--- config.mk ---
export PLATFORM = sky130hd
export DESIGN_NAME = pmc_power_ctrl
export DESIGN_NICKNAME = d
export VERILOG_FILES = /design/src/pmc_pkg.sv /design/src/pmc_clk_if.sv /design/src/pmc_ready_timer.sv /design/src/pmc_clk_div.sv /design/src/pmc_power_ctrl.sv
export SDC_FILE = /design/constraint.sdc
export NUM_CORES = 1
export LEC_CHECK = 0
export ABC_AREA = 1
export BUFFER_PORTS_ARGS = -buffer_cell sky130_fd_sc_hd__clkbuf_2
export CORE_UTILIZATION = 50
export CTS_CLUSTER_SIZE = 14
export DETAILED_ROUTE_END_ITERATION = 8
export PLACE_DENSITY_LB_ADDON = 0.3
export SLEW_MARGIN = 25
export SYNTH_ARGS = -nofsm -noshare
export SYNTH_HDL_FRONTEND = slang
export SYNTH_HIERARCHICAL = 1
export SYNTH_SLANG_ARGS = --single-unit
--- constraint.sdc ---
create_clock -name aclk -period 2.03 [get_ports aclk]
set_input_delay 0.5075 -clock aclk [delete_from_list [all_inputs] [get_ports aclk]]
set_output_delay 0.5075 -clock aclk [all_outputs]
set_load 0.01 [all_outputs]
--- src/pmc_pkg.sv ---
// Purpose: shared constants, types and decoding for the power mode block
// Assumes: one clock, fast oscillator modelled as the bus clock
// Notes: offsets are byte addresses on a 4-bit register window
package pmc_pkg;
  localparam int AXI_AW = 4;
  localparam logic [AXI_AW-1:0] MODE_OFFSET = 4'h0;
  localparam logic [AXI_AW-1:0] CTRL_OFFSET = 4'h4;
  localparam int DIV_LSB = 5;
  localparam int SLOW_RDY_BIT = 3;
  localparam int FAST_RDY_BIT = 2;
  localparam int IDLE_SEL_BIT = 1;
  localparam int HIGH_SEL_BIT = 0;
  localparam int KEEP_BIT = 7;
  localparam int LOW_VOLTAGE_RESET_FLAG_BIT = 2;
  localparam int LRF_BIT = 1;
  localparam int WRF_BIT = 0;
  localparam logic [2:0] DIV_RST = 3'h6;
  localparam logic IDLE_SEL_RST = 1'b1;
  localparam logic HIGH_SEL_RST = 1'b0;
  localparam logic KEEP_RST = 1'b0;
  localparam int unsigned FAST_READY_CYC = 16;
  localparam int unsigned SLOW_READY_TICKS = 2;
  localparam logic [2:0] SEL_SLOW = 3'h7;
  localparam logic [1:0] RESP_OKAY = 2'h0;
  localparam logic [1:0] RESP_SLVERR = 2'h2;

  typedef enum logic [2:0] {PM_RUN, PM_DEEP, PM_LIGHT, PM_SLOW_IDLE_MODE, PM_CLOCKED_IDLE_MODE}
    pmc_state_t;

  // 0 = undivided fast, 1..6 = fast / 2**n, 7 = slow clock
  function automatic logic [2:0] pmc_div_code(input logic hl,
                                              input logic [2:0] cks);
    if (hl)
      return 3'h0;
    else if (cks < 3'h2)
      return SEL_SLOW;
    else
      return 3'(4'h8 - {1'b0, cks});
  endfunction : pmc_div_code
endpackage : pmc_pkg

--- src/pmc_clk_if.sv ---
// Purpose: carries clock selection and ticks between controller and divider
// Assumes: both ends on aclk
// Notes: none
`timescale 1ns/1ps
interface pmc_clk_if;
  logic [2:0] want_code;
  logic [2:0] cur_code;
  logic sys_run;
  logic fast_run;
  logic slow_tick;
  logic sys_tick;
  logic div16_tick;
  logic div64_tick;
  modport ctl (output want_code, sys_run, fast_run, slow_tick,
               input cur_code, sys_tick, div16_tick, div64_tick);
  modport div (input want_code, sys_run, fast_run, slow_tick,
               output cur_code, sys_tick, div16_tick, div64_tick);
endinterface : pmc_clk_if

--- src/pmc_ready_timer.sv ---
// Purpose: oscillator ready flag after a number of source ticks
// Assumes: tick is a one-cycle pulse on aclk, or tied high to count aclk cycles
// Notes: flag drops at once when the source stops
`timescale 1ns/1ps
module pmc_ready_timer #(
  parameter int unsigned N = 2
) (
  // clock and reset
  input wire logic aclk,
  input wire logic aresetn,
  // source state
  input wire logic run,
  input wire logic tick,
  // result
  output logic ready
);
  logic [4:0] cnt_reg;
  wire last_tick = tick && (cnt_reg == 5'(N - 1));

  always_ff @(posedge aclk)
  begin
    if (!aresetn || !run)
    begin
      cnt_reg <= 5'h0;
      ready <= 1'b0;
    end
    else if (tick && !ready)
    begin
      cnt_reg <= cnt_reg + 5'h1;
      ready <= last_tick;
    end
  end
endmodule : pmc_ready_timer

--- src/pmc_clk_div.sv ---
// Purpose: fast clock prescaler and glitch-free system tick selector
// Assumes: slow_tick already synchronised
// Notes: selection changes only at the end of the running period
`timescale 1ns/1ps
module pmc_clk_div (
  // clock and reset
  input wire logic aclk,
  input wire logic aresetn,
  // selection and ticks
  pmc_clk_if.div clk_if
);
  import pmc_pkg::*;
  logic [5:0] cnt_reg;
  logic [2:0] cur_reg;
  logic sys_tick_reg;
  logic d16_reg;
  logic d64_reg;
  wire cur_slow = (cur_reg == SEL_SLOW);
  wire [5:0] mask = 6'((7'h1 << cur_reg) - 7'h1);
  wire fast_end = clk_if.fast_run && ((cnt_reg | ~mask) == 6'h3f);
  wire period_end = cur_slow ? clk_if.slow_tick : fast_end;

  always_ff @(posedge aclk)
  begin
    if (!aresetn)
    begin
      cnt_reg <= 6'h0;
      cur_reg <= SEL_SLOW;
      sys_tick_reg <= 1'b0;
      d16_reg <= 1'b0;
      d64_reg <= 1'b0;
    end
    else
    begin
      if (clk_if.fast_run)
        cnt_reg <= cnt_reg + 6'h1;
      if (period_end)
        cur_reg <= clk_if.want_code; // RULE18
      sys_tick_reg <= clk_if.sys_run && period_end;
      d16_reg <= clk_if.fast_run && (cnt_reg[3:0] == 4'hf); // RULE11
      d64_reg <= clk_if.fast_run && (cnt_reg == 6'h3f); // RULE11
    end
  end

  assign clk_if.cur_code = cur_reg;
  assign clk_if.sys_tick = sys_tick_reg;
  assign clk_if.div16_tick = d16_reg;
  assign clk_if.div64_tick = d64_reg;

  AST_SWITCH_AT_END: assert property (@(posedge aclk) disable iff (!aresetn)
    (cur_reg != $past(cur_reg)) |-> $past(period_end)) // RULE18
    else $error("clock source switched mid period");
endmodule : pmc_clk_div

--- src/pmc_power_ctrl.sv ---
// Purpose: operating mode and system clock controller with AXI4-Lite regs
// Assumes: halt_exec and wake_req are one-cycle pulses on aclk
// Notes: slow_osc_pin is asynchronous and is synchronised here
//
// Functional notes
// RULE1: deepest sleep only possible when watchdog is register controlled.
// RULE2: halt, idle off, watchdog and detector off: stop all, hold watchdog.
// RULE3: never enter deepest sleep while low voltage detect is enabled.
// RULE4: halt, idle off, watchdog or detector on: slow clock runs, clear wdt.
// RULE5: halt, idle on, keep-clock off: stop CPU and fast oscillator.
// RULE6: halt, idle on, keep-clock on: stop only the CPU.
// RULE7: detector enabled in any low power mode forces slow clock on.
// RULE8: any halt entry sets power down flag, clears timeout flag.
// RULE9: divider codes 0,1 pick slow clock; 2..7 pick fast/64 to fast/2.
// RULE10: high clock select picks undivided fast clock.
// RULE11: running on slow clock stops fast oscillator and its timer ticks.
// RULE12: read-only slow ready flag rises one to two ticks after start.
// RULE13: read-only fast ready flag low when stopped, rises after 15-16.
// RULE14: software enters slow mode via codes 0 or 1, checks slow ready.
// RULE15: software returns to fast clock and checks fast ready first.
// RULE16: clock mode only by register writes; low power only by halt.
// RULE17: unimplemented register bits read as zero.
// RULE18: clock source switches glitch-free at period boundaries.
//
// Decided for this implementation: the register addresses and register access over AXI4-Lite.
`timescale 1ns/1ps
module pmc_power_ctrl (
  // clock and reset
  input wire logic aclk,
  input wire logic aresetn,
  // axi4-lite write address and data
  input wire logic [pmc_pkg::AXI_AW-1:0] awaddr,
  input wire logic awvalid,
  output logic awready,
  input wire logic [31:0] wdata,
  input wire logic [3:0] wstrb,
  input wire logic wvalid,
  output logic wready,
  // axi4-lite write response
  output logic [1:0] bresp,
  output logic bvalid,
  input wire logic bready,
  // axi4-lite read
  input wire logic [pmc_pkg::AXI_AW-1:0] araddr,
  input wire logic arvalid,
  output logic arready,
  output logic [31:0] rdata,
  output logic [1:0] rresp,
  output logic rvalid,
  input wire logic rready,
  // core and system events
  input wire logic halt_exec,
  input wire logic wake_req,
  input wire logic clear_wdt_instr,
  input wire logic wdt_timeout,
  input wire logic wdt_always_enabled,
  input wire logic wdt_enabled,
  input wire logic low_voltage_detect_enable,
  // slow rc oscillator output
  input wire logic slow_osc_pin,
  // clock controls
  output logic cpu_run,
  output logic sysclk_tick,
  output logic fast_osc_run,
  output logic slow_clk_run,
  output logic fast_div16_tick,
  output logic fast_div64_tick,
  // watchdog and detector controls
  output logic wdt_clear,
  output logic wdt_hold,
  output logic lvd_keep_on,
  // status flags
  output logic power_down_flag,
  output logic watchdog_timeout_flag
);
  import pmc_pkg::*;

  // 0 = mode register, 1 = control register, 2 = unmapped
  function automatic logic [1:0] pmc_decode(input logic [AXI_AW-1:0] a);
    if (a == MODE_OFFSET)
      return 2'h0;
    else if (a == CTRL_OFFSET)
      return 2'h1;
    else
      return 2'h2;
  endfunction : pmc_decode

  pmc_clk_if clk_if ();

  pmc_state_t st_reg;
  pmc_state_t st_next;
  logic [2:0] div_sel_reg;
  logic idle_on_halt_select_reg;
  logic high_clock_select_reg;
  logic keep_sysclk_in_idle_reg;
  logic low_voltage_reset_flag_reg;
  logic lrf_reg;
  logic wrf_reg;
  logic [AXI_AW-1:0] awaddr_reg;
  logic [7:0] wbyte_reg;
  logic wlane_reg;
  logic s1_reg;
  logic s2_reg;
  logic s3_reg;
  logic slow_osc_ready_flag;
  logic fast_osc_ready_flag;

  // slow oscillator synchroniser and edge pick
  always_ff @(posedge aclk)
  begin
    if (!aresetn)
    begin
      s1_reg <= 1'b0;
      s2_reg <= 1'b0;
      s3_reg <= 1'b0;
    end
    else
    begin
      s1_reg <= slow_osc_pin;
      s2_reg <= s1_reg;
      s3_reg <= s2_reg;
    end
  end
  wire slow_tick = slow_clk_run && s2_reg && !s3_reg;

  // mode decisions
  wire wdt_on = wdt_always_enabled || wdt_enabled;
  wire deep_ok = !wdt_always_enabled && !wdt_on &&
                 !low_voltage_detect_enable; // RULE1 RULE3
  wire halt_enter = (st_reg == PM_RUN) && halt_exec; // RULE16
  wire [2:0] want_code = pmc_div_code(high_clock_select_reg,
                                      div_sel_reg); // RULE9 RULE10
  wire clk_alive = (st_next == PM_RUN) || (st_next == PM_CLOCKED_IDLE_MODE); // RULE6
  wire fast_need = clk_alive && ((want_code != SEL_SLOW) ||
                   (clk_if.cur_code != SEL_SLOW)); // RULE11
  wire slow_need = (st_next != PM_DEEP) ||
                   low_voltage_detect_enable; // RULE2 RULE7

  always_comb
  begin
    st_next = st_reg;
    case (st_reg)
      PM_RUN:
      begin
        if (halt_exec && idle_on_halt_select_reg)
          st_next = keep_sysclk_in_idle_reg ? PM_CLOCKED_IDLE_MODE : PM_SLOW_IDLE_MODE; // RULE5
        else if (halt_exec)
          st_next = deep_ok ? PM_DEEP : PM_LIGHT; // RULE2 RULE4
      end
      default:
      begin
        if (wake_req)
          st_next = PM_RUN;
      end
    endcase
  end

  always_ff @(posedge aclk)
  begin
    if (!aresetn)
    begin
      st_reg <= PM_RUN;
      cpu_run <= 1'b0;
      fast_osc_run <= 1'b0;
      slow_clk_run <= 1'b0;
      wdt_clear <= 1'b0;
      wdt_hold <= 1'b0;
      lvd_keep_on <= 1'b0;
    end
    else
    begin
      st_reg <= st_next;
      cpu_run <= (st_next == PM_RUN);
      fast_osc_run <= fast_need; // RULE11
      slow_clk_run <= slow_need; // RULE7
      wdt_clear <= halt_enter; // RULE2 RULE4
      wdt_hold <= (st_next == PM_DEEP); // RULE2
      lvd_keep_on <= low_voltage_detect_enable; // RULE7
    end
  end

  // power down flag set wins over clear
  always_ff @(posedge aclk)
  begin
    if (!aresetn)
    begin
      power_down_flag <= 1'b0;
      watchdog_timeout_flag <= 1'b0;
    end
    else
    begin
      power_down_flag <= halt_enter ||
                         (power_down_flag && !clear_wdt_instr); // RULE8
      watchdog_timeout_flag <= wdt_timeout ||
                               (watchdog_timeout_flag && !halt_enter); // RULE8
    end
  end

  assign clk_if.want_code = want_code;
  assign clk_if.sys_run = (st_reg == PM_RUN) || (st_reg == PM_CLOCKED_IDLE_MODE);
  assign clk_if.fast_run = fast_osc_run;
  assign clk_if.slow_tick = slow_tick;
  assign sysclk_tick = clk_if.sys_tick;
  assign fast_div16_tick = clk_if.div16_tick;
  assign fast_div64_tick = clk_if.div64_tick;

  pmc_clk_div u_div (
    .aclk(aclk),
    .aresetn(aresetn),
    .clk_if(clk_if)
  );

  pmc_ready_timer #(.N(SLOW_READY_TICKS)) u_slow_rdy (
    .aclk(aclk),
    .aresetn(aresetn),
    .run(slow_clk_run),
    .tick(slow_tick),
    .ready(slow_osc_ready_flag)
  ); // RULE12

  pmc_ready_timer #(.N(FAST_READY_CYC)) u_fast_rdy (
    .aclk(aclk),
    .aresetn(aresetn),
    .run(fast_osc_run),
    .tick(1'b1),
    .ready(fast_osc_ready_flag)
  ); // RULE13

  // register bus
  wire aw_hs = awvalid && awready;
  wire w_hs = wvalid && wready;
  wire ar_hs = arvalid && arready;
  wire do_write = !awready && !wready && !bvalid;
  wire [1:0] wsel = pmc_decode(awaddr_reg);
  wire [1:0] rsel = pmc_decode(araddr);
  wire [7:0] mode_rd = {div_sel_reg, 1'b0, slow_osc_ready_flag,
                        fast_osc_ready_flag, idle_on_halt_select_reg,
                        high_clock_select_reg}; // RULE17
  wire [7:0] ctrl_rd = {keep_sysclk_in_idle_reg, 4'h0, low_voltage_reset_flag_reg, lrf_reg,
                        wrf_reg}; // RULE17
  wire [7:0] rd_byte = (rsel == 2'h0) ? mode_rd :
                       (rsel == 2'h1) ? ctrl_rd : 8'h0;

  always_ff @(posedge aclk)
  begin
    if (!aresetn)
    begin
      awready <= 1'b1;
      wready <= 1'b1;
      bvalid <= 1'b0;
      bresp <= RESP_OKAY;
      awaddr_reg <= 4'h0;
      wbyte_reg <= 8'h0;
      wlane_reg <= 1'b0;
    end
    else
    begin
      if (aw_hs)
      begin
        awready <= 1'b0;
        awaddr_reg <= awaddr;
      end
      if (w_hs)
      begin
        wready <= 1'b0;
        wbyte_reg <= wdata[7:0];
        wlane_reg <= wstrb[0];
      end
      if (do_write)
      begin
        bvalid <= 1'b1;
        bresp <= (wsel == 2'h2) ? RESP_SLVERR : RESP_OKAY;
      end
      if (bvalid && bready)
      begin
        bvalid <= 1'b0;
        awready <= 1'b1;
        wready <= 1'b1;
      end
    end
  end

  // register store; clock fields change only by these writes
  always_ff @(posedge aclk)
  begin
    if (!aresetn)
    begin
      div_sel_reg <= DIV_RST;
      idle_on_halt_select_reg <= IDLE_SEL_RST;
      high_clock_select_reg <= HIGH_SEL_RST;
      keep_sysclk_in_idle_reg <= KEEP_RST;
      low_voltage_reset_flag_reg <= 1'b0;
      lrf_reg <= 1'b0;
      wrf_reg <= 1'b0;
    end
    else if (do_write && wlane_reg && (wsel == 2'h0))
    begin
      div_sel_reg <= wbyte_reg[DIV_LSB+:3]; // RULE16
      idle_on_halt_select_reg <= wbyte_reg[IDLE_SEL_BIT];
      high_clock_select_reg <= wbyte_reg[HIGH_SEL_BIT]; // RULE16
    end
    else if (do_write && wlane_reg && (wsel == 2'h1))
    begin
      keep_sysclk_in_idle_reg <= wbyte_reg[KEEP_BIT];
      low_voltage_reset_flag_reg <= wbyte_reg[LOW_VOLTAGE_RESET_FLAG_BIT];
      lrf_reg <= wbyte_reg[LRF_BIT];
      wrf_reg <= wbyte_reg[WRF_BIT];
    end
  end

  always_ff @(posedge aclk)
  begin
    if (!aresetn)
    begin
      arready <= 1'b1;
      rvalid <= 1'b0;
      rdata <= 32'h0;
      rresp <= RESP_OKAY;
    end
    else if (ar_hs)
    begin
      arready <= 1'b0;
      rvalid <= 1'b1;
      rdata <= {24'h0, rd_byte};
      rresp <= (rsel == 2'h2) ? RESP_SLVERR : RESP_OKAY;
    end
    else if (rvalid && rready)
    begin
      rvalid <= 1'b0;
      arready <= 1'b1;
    end
  end

  // checks
  AST_NO_DEEP_ALWAYS: assert property (@(posedge aclk) disable iff (!aresetn)
    halt_enter && wdt_always_enabled |=> st_reg != PM_DEEP) // RULE1
    else $error("deep sleep with always-on watchdog");
  AST_DEEP_ENTRY: assert property (@(posedge aclk) disable iff (!aresetn)
    halt_enter && !idle_on_halt_select_reg && deep_ok |=>
    !cpu_run && !slow_clk_run && wdt_hold && wdt_clear) // RULE2
    else $error("deep sleep entry wrong");
  AST_NO_DEEP_LVD: assert property (@(posedge aclk) disable iff (!aresetn)
    halt_enter && low_voltage_detect_enable |=> !wdt_hold) // RULE3
    else $error("deep sleep with detector enabled");
  AST_LIGHT_ENTRY: assert property (@(posedge aclk) disable iff (!aresetn)
    halt_enter && !idle_on_halt_select_reg && wdt_on |=>
    slow_clk_run && wdt_clear && !wdt_hold && !cpu_run) // RULE4
    else $error("light sleep entry wrong");
  AST_SLOW_IDLE_MODE_ENTRY: assert property (@(posedge aclk) disable iff (!aresetn)
    halt_enter && idle_on_halt_select_reg && !keep_sysclk_in_idle_reg |=>
    !fast_osc_run && slow_clk_run && !cpu_run ##1 !fast_osc_ready_flag)
    // RULE5
    else $error("slow idle entry wrong");
  AST_CLOCKED_IDLE_MODE_KEEP: assert property (@(posedge aclk) disable iff (!aresetn)
    halt_enter && idle_on_halt_select_reg && keep_sysclk_in_idle_reg |=>
    !cpu_run && slow_clk_run && (fast_osc_run == $past(fast_osc_run)))
    // RULE6
    else $error("clocked idle lost its clock");
  AST_LVD_FORCE: assert property (@(posedge aclk) disable iff (!aresetn)
    (st_next != PM_RUN) && low_voltage_detect_enable |=>
    slow_clk_run && lvd_keep_on) // RULE7
    else $error("detector did not force slow clock");
  AST_FLAGS: assert property (@(posedge aclk) disable iff (!aresetn)
    halt_enter && !wdt_timeout |=> power_down_flag &&
    !watchdog_timeout_flag) // RULE8
    else $error("halt flags wrong");
  AST_SLOW_STOPS_FAST: assert property (@(posedge aclk) disable iff (!aresetn)
    (want_code == SEL_SLOW) && (clk_if.cur_code == SEL_SLOW) |=>
    !fast_osc_run ##1 !fast_div16_tick && !fast_div64_tick) // RULE11
    else $error("fast oscillator kept on slow clock");
  AST_FAST_READY: assert property (@(posedge aclk) disable iff (!aresetn)
    !fast_osc_ready_flag ##1 fast_osc_ready_flag |->
    $past(fast_osc_run, 15)) // RULE13
    else $error("fast ready too early");
  AST_CPU_STOP: assert property (@(posedge aclk) disable iff (!aresetn)
    cpu_run ##1 !cpu_run |-> $past(halt_exec)) // RULE16
    else $error("cpu stopped without halt");
  AST_RO_ZERO: assert property (@(posedge aclk) disable iff (!aresetn)
    rvalid |-> (rdata[31:8] == 24'h0) && !rdata[4]) // RULE17
    else $error("unimplemented bits read nonzero");
  COV_DEEP: cover property (@(posedge aclk) disable iff (!aresetn)
    halt_enter ##1 wdt_hold);
  COV_CLOCKED_IDLE_MODE: cover property (@(posedge aclk) disable iff (!aresetn)
    st_reg == PM_CLOCKED_IDLE_MODE && sysclk_tick);
  COV_SLOW_SWITCH: cover property (@(posedge aclk) disable iff (!aresetn)
    fast_osc_run ##1 !fast_osc_run && cpu_run);
  COV_WAKE: cover property (@(posedge aclk) disable iff (!aresetn)
    !cpu_run ##1 cpu_run);
endmodule : pmc_power_ctrl

# Yosys cells after proc, flatten, opt, wreduce, memory -nomap -nowiden

Index checks and enable logic that the tools add are counted.

Register bits: 77
Output and inout port bits: 52
Word-level logic and storage cells: 146

Add/sub/neg operators: 5
$lt $le $gt $ge: 1
Equality and inequality tests: 18
Shift-type cells: 1
Mux-type cells: 22
Bitwise logic cells: 4
Reduce and logical (&&, ||, !) cells: 56

Operators with widths:

| operator            | count |
|---|---|
| $logic_and 1x1->1   | 25 |
| $mux 3              | 7 |
| $mux 8              | 2 |
| $mux 2              | 7 |
| $logic_not 1->1     | 13 |
| $eq 6x6->1 const B  | 2 |
| $add 5x1->5 const B | 2 |
| $eq 3x3->1 const B  | 3 |
| $logic_or 1x1->1    | 9 |
| $eq 4x3->1 const B  | 2 |
| $logic_not 4->1     | 2 |
| $add 6x1->6 const B | 1 |
| $logic_not 3->1     | 2 |
| $mux 1              | 6 |
| $ne 3x3->1 const B  | 2 |
| $not 6->6           | 1 |
| $or 6x6->6          | 1 |
| $shl 1x3->6 const A | 1 |
| $sub 6x1->6 const B | 1 |
| $eq 5x1->1 const B  | 1 |
| $eq 5x4->1 const B  | 1 |
| $eq 2x1->1 const B  | 2 |
| $eq 2x2->1 const B  | 2 |
| $eq 4x4->1 const B  | 1 |
| other kinds (9)     | 11 |

# Logic depth before layout (Yosys ltp)

Word-level depth: 11
Depth in mapped cells: 11

# Cells and area by module

Netlist, hierarchy kept.

Modules (own cells, without submodules):

| module                       | instances | cells an instance | area each (sq um) | seq. area each (sq um) |
|---|---|---|---|---|
| pmc_power_ctrl               | 1         | 285               | 2135.8            | 960.9 |
| pmc_clk_div                  | 1         | 87                | 653.1             | 240.2 |
| pmc_ready_timer (u_slow_rdy) | 1         | 39                | 275.3             | 120.1 |
| pmc_ready_timer (u_fast_rdy) | 1         | 38                | 271.5             | 120.1 |

# Least setup slack after synthesis

OpenSTA, ideal clock, no wires.

Kind: register -> register
Start point: reg u_div.cur_reg[0], in the netlist u_div/clk_if.cur_code[0]
End point: reg u_div.cur_reg[0], in the netlist u_div/clk_if.cur_code[0]
Arrival: 1.382 ns
Required time: 1.899 ns
Path slack: 0.518 ns
Cell stages (with the launch flop): 11
Path buffers: 0
Cells stage by stage: dfxtp_1 -> nor2_2 -> nand2_1 -> ha_1 -> nor2_1 -> nor2_2 -> nand2_2 -> nor2_4 -> nand3_4 -> nand3_1 -> nand3_1

Longest elaborated chain between the ends: 7
Elaborated cells between the ends (all ways): 8

Ends and longest elaborated chain:

| element                  | RTL line          | RTL |
|---|---|---|
| start: declaration       | pmc_clk_div.sv:14 | `logic [2:0] cur_reg;` |
| start signal: assignment | pmc_clk_div.sv:38 | `cur_reg <= clk_if.want_code;` |
| $shl 1x3->6              | pmc_clk_div.sv:19 | `wire [5:0] mask = 6'((7'h1 << cur_reg) - 7'h1);` |
| $sub 6x1->6              | pmc_clk_div.sv:19 |  |
| $not 6->6                | pmc_clk_div.sv:20 | `wire fast_end = clk_if.fast_run && ((cnt_reg \| ~mask) == 6'h3f);` |
| $or 6x6->6               | pmc_clk_div.sv:20 |  |
| $eq 6x6->1               | pmc_clk_div.sv:20 |  |
| $logic_and 1x1->1        | pmc_clk_div.sv:20 |  |
| $mux 1 *                 | pmc_clk_div.sv:21 | `wire period_end = cur_slow ? clk_if.slow_tick : fast_end;` |

Every way passes the cells marked *; elsewhere a longest branch is shown, timed or not.
A chain may end at the register's enable or synchronous reset.

# Worst setup path after layout

Start point: reg u_div.cur_reg[0], in the netlist u_div/clk_if.cur_code[0]
End point: reg u_div.sys_tick_reg, in the netlist u_div/clk_if.sys_tick

Longest elaborated chain between the ends: 8
Elaborated cells between the ends (all ways): 9

Ends and longest elaborated chain:

| element                | RTL line          | RTL |
|---|---|---|
| $shl 1x3->6            | pmc_clk_div.sv:19 |  |
| $sub 6x1->6            | pmc_clk_div.sv:19 |  |
| $not 6->6              | pmc_clk_div.sv:20 |  |
| $or 6x6->6             | pmc_clk_div.sv:20 |  |
| $eq 6x6->1             | pmc_clk_div.sv:20 |  |
| $logic_and 1x1->1      | pmc_clk_div.sv:20 |  |
| $mux 1 *               | pmc_clk_div.sv:21 |  |
| $logic_and 1x1->1 *    | pmc_clk_div.sv:39 | `sys_tick_reg <= clk_if.sys_run && period_end;` |
| end signal: assignment | pmc_clk_div.sv:39 |  |
| end: declaration       | pmc_clk_div.sv:15 | `logic sys_tick_reg;` |

Marks and branches as above.

==> reports/metrics.yaml <==
global_routing:
  use_met1_pct: 22.0
  grt_use_met3_pct: 3.36
  gr-total-overflow: 0
  grt_pass1_wl_mm: 10.7
  use_met2_pct: 31.9
  top_usage_layer: "met2"
  grt_usage_pct: 18.8
  grt_max_degree: 21
  antenna_found_initial: 0
  grt_pass1_vias: 2596
sta:
  finClkSkew_ns: 0.00589
  finalSetupViolCount: 0
  hold_viol: 0
  finalSetupTns_ns: 0
  post-route-min-period_ns: 1.68
  fmax_ghz: 0.596
  fin_hold_ws_ns: 0.351
  finalMaxSlewViolations: 0
  rsz0062_at_grt: "false"
  finalCritPeriodShare_pct: 82.6
die:
  start_util_pct: 52.2
  die_area_mm2: 0.00700
  chipWidth_um: 83.7
  ioPinCount: 111
  core_mm2: 0.00639
  die_h_um: 83.7
  rows: 29
drt:
  vias_per_cell: 4.71
  final_antenna_net_count: 0
  drt-initial-drc-count: 111
  drt_first_pass_iters: 4
  vias: 2809
  drt-total-wl_mm: 6.14
  wire_per_inst_um: 10.3
  drcViolationCount: 0
critical_path:
  crit_type: "register to register"
  max_stage_delay_ns: 0.38
  worstPathCellList: "nor2_2 > nand2_1 > ha_1 > nor2_1 > nor2_2 > nand2_2 > nor2_4 > nand3_4 > nand2_4 > nand2_2 > nor2_2"
  crit_arrival_ns: 1.96
  endpoint_kind: "register"
  critPathBufInv: 0
  cp_max_fo: 7
  cp-start-kind: "register"
  critical_path.top_delay_family: "simple AND/OR/NAND/NOR gates"
  cp_common_cell: "nor2_2"
  cp_slowest_cell: "dfxtp_1"
  critPathRequiredTime_ns: 2.32
clocking:
  clock-sinks: 72
  clockBufferDepth: 2
  cts.htree.levels: 3
  cts_tree: "built"
  cts_made_buffers: 9
  cts_hold_buf: 0
  clk_pin_slew_worst_paths_ns: 0.08
  cts_root_buffer: "clkbuf_8"
  cts_setup_buffers: 0
  clk_latency_ns: 0.34
  post_cts_resized: 0
pwr:
  seqPwrFrac_pct: 47.5
  sw_frac_of_total_pct: 25.0
  intPower_uw: 2420
  power_density_mw_per_mm2: 835
  share_comb_of_total_power_pct: 10.5
  p_sw_uw: 806
  ir_drop_uv: 570
  leakagePower_uw: 0.00189
  pwr-share-clk_pct: 42.0
yosys:
  synth_cell_types: 36
  synthesis.area_mm2: 0.00334
  synthTopCellsByArea: "dfxtp_1 (43%), nand2_1 (8.7%), nor2_1 (8.6%)"
  ys_seq_area_share_pct: 43.2
  synth-seq-cells: 72
  synthCells: 449
  synth_top_area_cell: "dfxtp_1"
  yosys_warnings: 6
  avgSynthCellArea_um2: 7.43
  yosys.area.top_type_share_pct: 43.2
placed_design:
  port_buffers: 54
  gp_congestion: 0.912
  hpwl_mm: 4.73
finish:
  largest_register_ffs: 7
  nNetsFinal: 581
  diodes: 0
  post_route_cells_drive_above_1_share_pct: 21.0
  num-fill-cells: 570
  syn2layout_area_growth_pct: 15.9
run:
  drv_cap: 0
worst_hold_path:
  hp-class: "input port to register"
status:
  status: "complete, no violations"
-- logic make-up (layout without fill, tap and decap cells) --
group                      count (synthesis)  count (layout)  synth area share [%]
AOI/OAI and AO/OA                         58              58                  9.60
DFF                                       72              72                  43.2
and+or+nand+nor                          216             216                  30.0
other                                      2              30                 0.225
adders and majority gates                  7               7                  2.63
buffers and inverters                     93             136                  14.0
xor gates and xnor gates                   1               1                 0.263
-- power groups by stage --
stage	clock network [uW]	logic, uW	registers, uW
2_1_floorplan	0	253	1570
3_3_place_gp	0	333	1560
3_5_place_dp	0	339	1570
4_1_cts	1390	341	1530
5_1_grt	1450	387	1540
6_report	1360	339	1530
-- cell usage in the layout (no fill, tap or decap), drive strengths merged, types with 6 or more instances in the layout --
cell,synthesis,final
nor2,87,87
nand2,82,82
dfxtp,72,72
clkbuf,3,63
inv,58,58
nand3,34,34
conb,2,30
o21ai,29,29
a21oi,21,21
ha,7,7
nand4,6,6
-- cell usage after synthesis (all sizes together) --
cell,n
ha,7
or2,1
clkinv,2
dfxtp,72
o211ai,4
inv,58
nor3,5
buf,29
nand3,34
bufinv,1
conb,2
clkbuf,3
o21bai,1
o21ai,29
and3,1
xor2,1
nand4,6
nand2,82
a31oi,1
a21boi,2
a21oi,21
nor2,87
-- final cells by class --
cell class                 count  area (um2)  area share, %
multi-input combinational    312        1530           39.6
sequential                    72        1440           37.3
timing repair buffer          59         308           7.96
inverter                      61         244           6.31
clock buffer                   9         124           3.20
clock inverter                 7         120           3.11
tap                           77        96.3           2.49
-- worst register-to-register path: cells and delay by family (launching register included) --
kind	cells	cell delay [ns]
flops	1	0.38
simple gates	10	0.94
fa+ha+maj	1	0.30
-- per-stage QoR --
| stage | util, % | area (um2) | cells | worst slack [ns] | total power [uW] |
|---|---|---|---|---|---|
| floorplan | - | 3440 | 477 | 0.518 | 1820 |
| CTS | 60.5 | 3860 | 597 | 0.354 | 3270 |
| global route | 60.5 | 3860 | 597 | 0.239 | 3380 |
| global placement | 56.7 | 3620 | 581 | 0.423 | 1900 |
| detailed placement | 56.7 | 3620 | 581 | 0.373 | 1910 |
| finish | 60.5 | 3860 | 597 | 0.352 | 3230 |
-- layer usage --
metal  share of wire [%]  wire (um)
met5                   0          0
met4                 2.7        163
met3                 4.3        262
met2                  49       2980
met1                  44       2730
-- worst paths after layout --
| check | from | end | slack (ns) | depth (start not counted) |
|---|---|---|---|---|
| worst max-delay path | u_div/clk_if.cur_code[0] | u_div/clk_if.sys_tick | 0.35 | 11 |
| worst min-delay path | low_voltage_detect_enable | lvd_keep_on | 0.35 | 3 |
| worst max register to register | u_div/clk_if.cur_code[0] | u_div/clk_if.sys_tick | 0.35 | 11 |
| worst min register to register | s1_reg | s2_reg | 0.42 | 2 |
(Power assumes the default switching activity.)
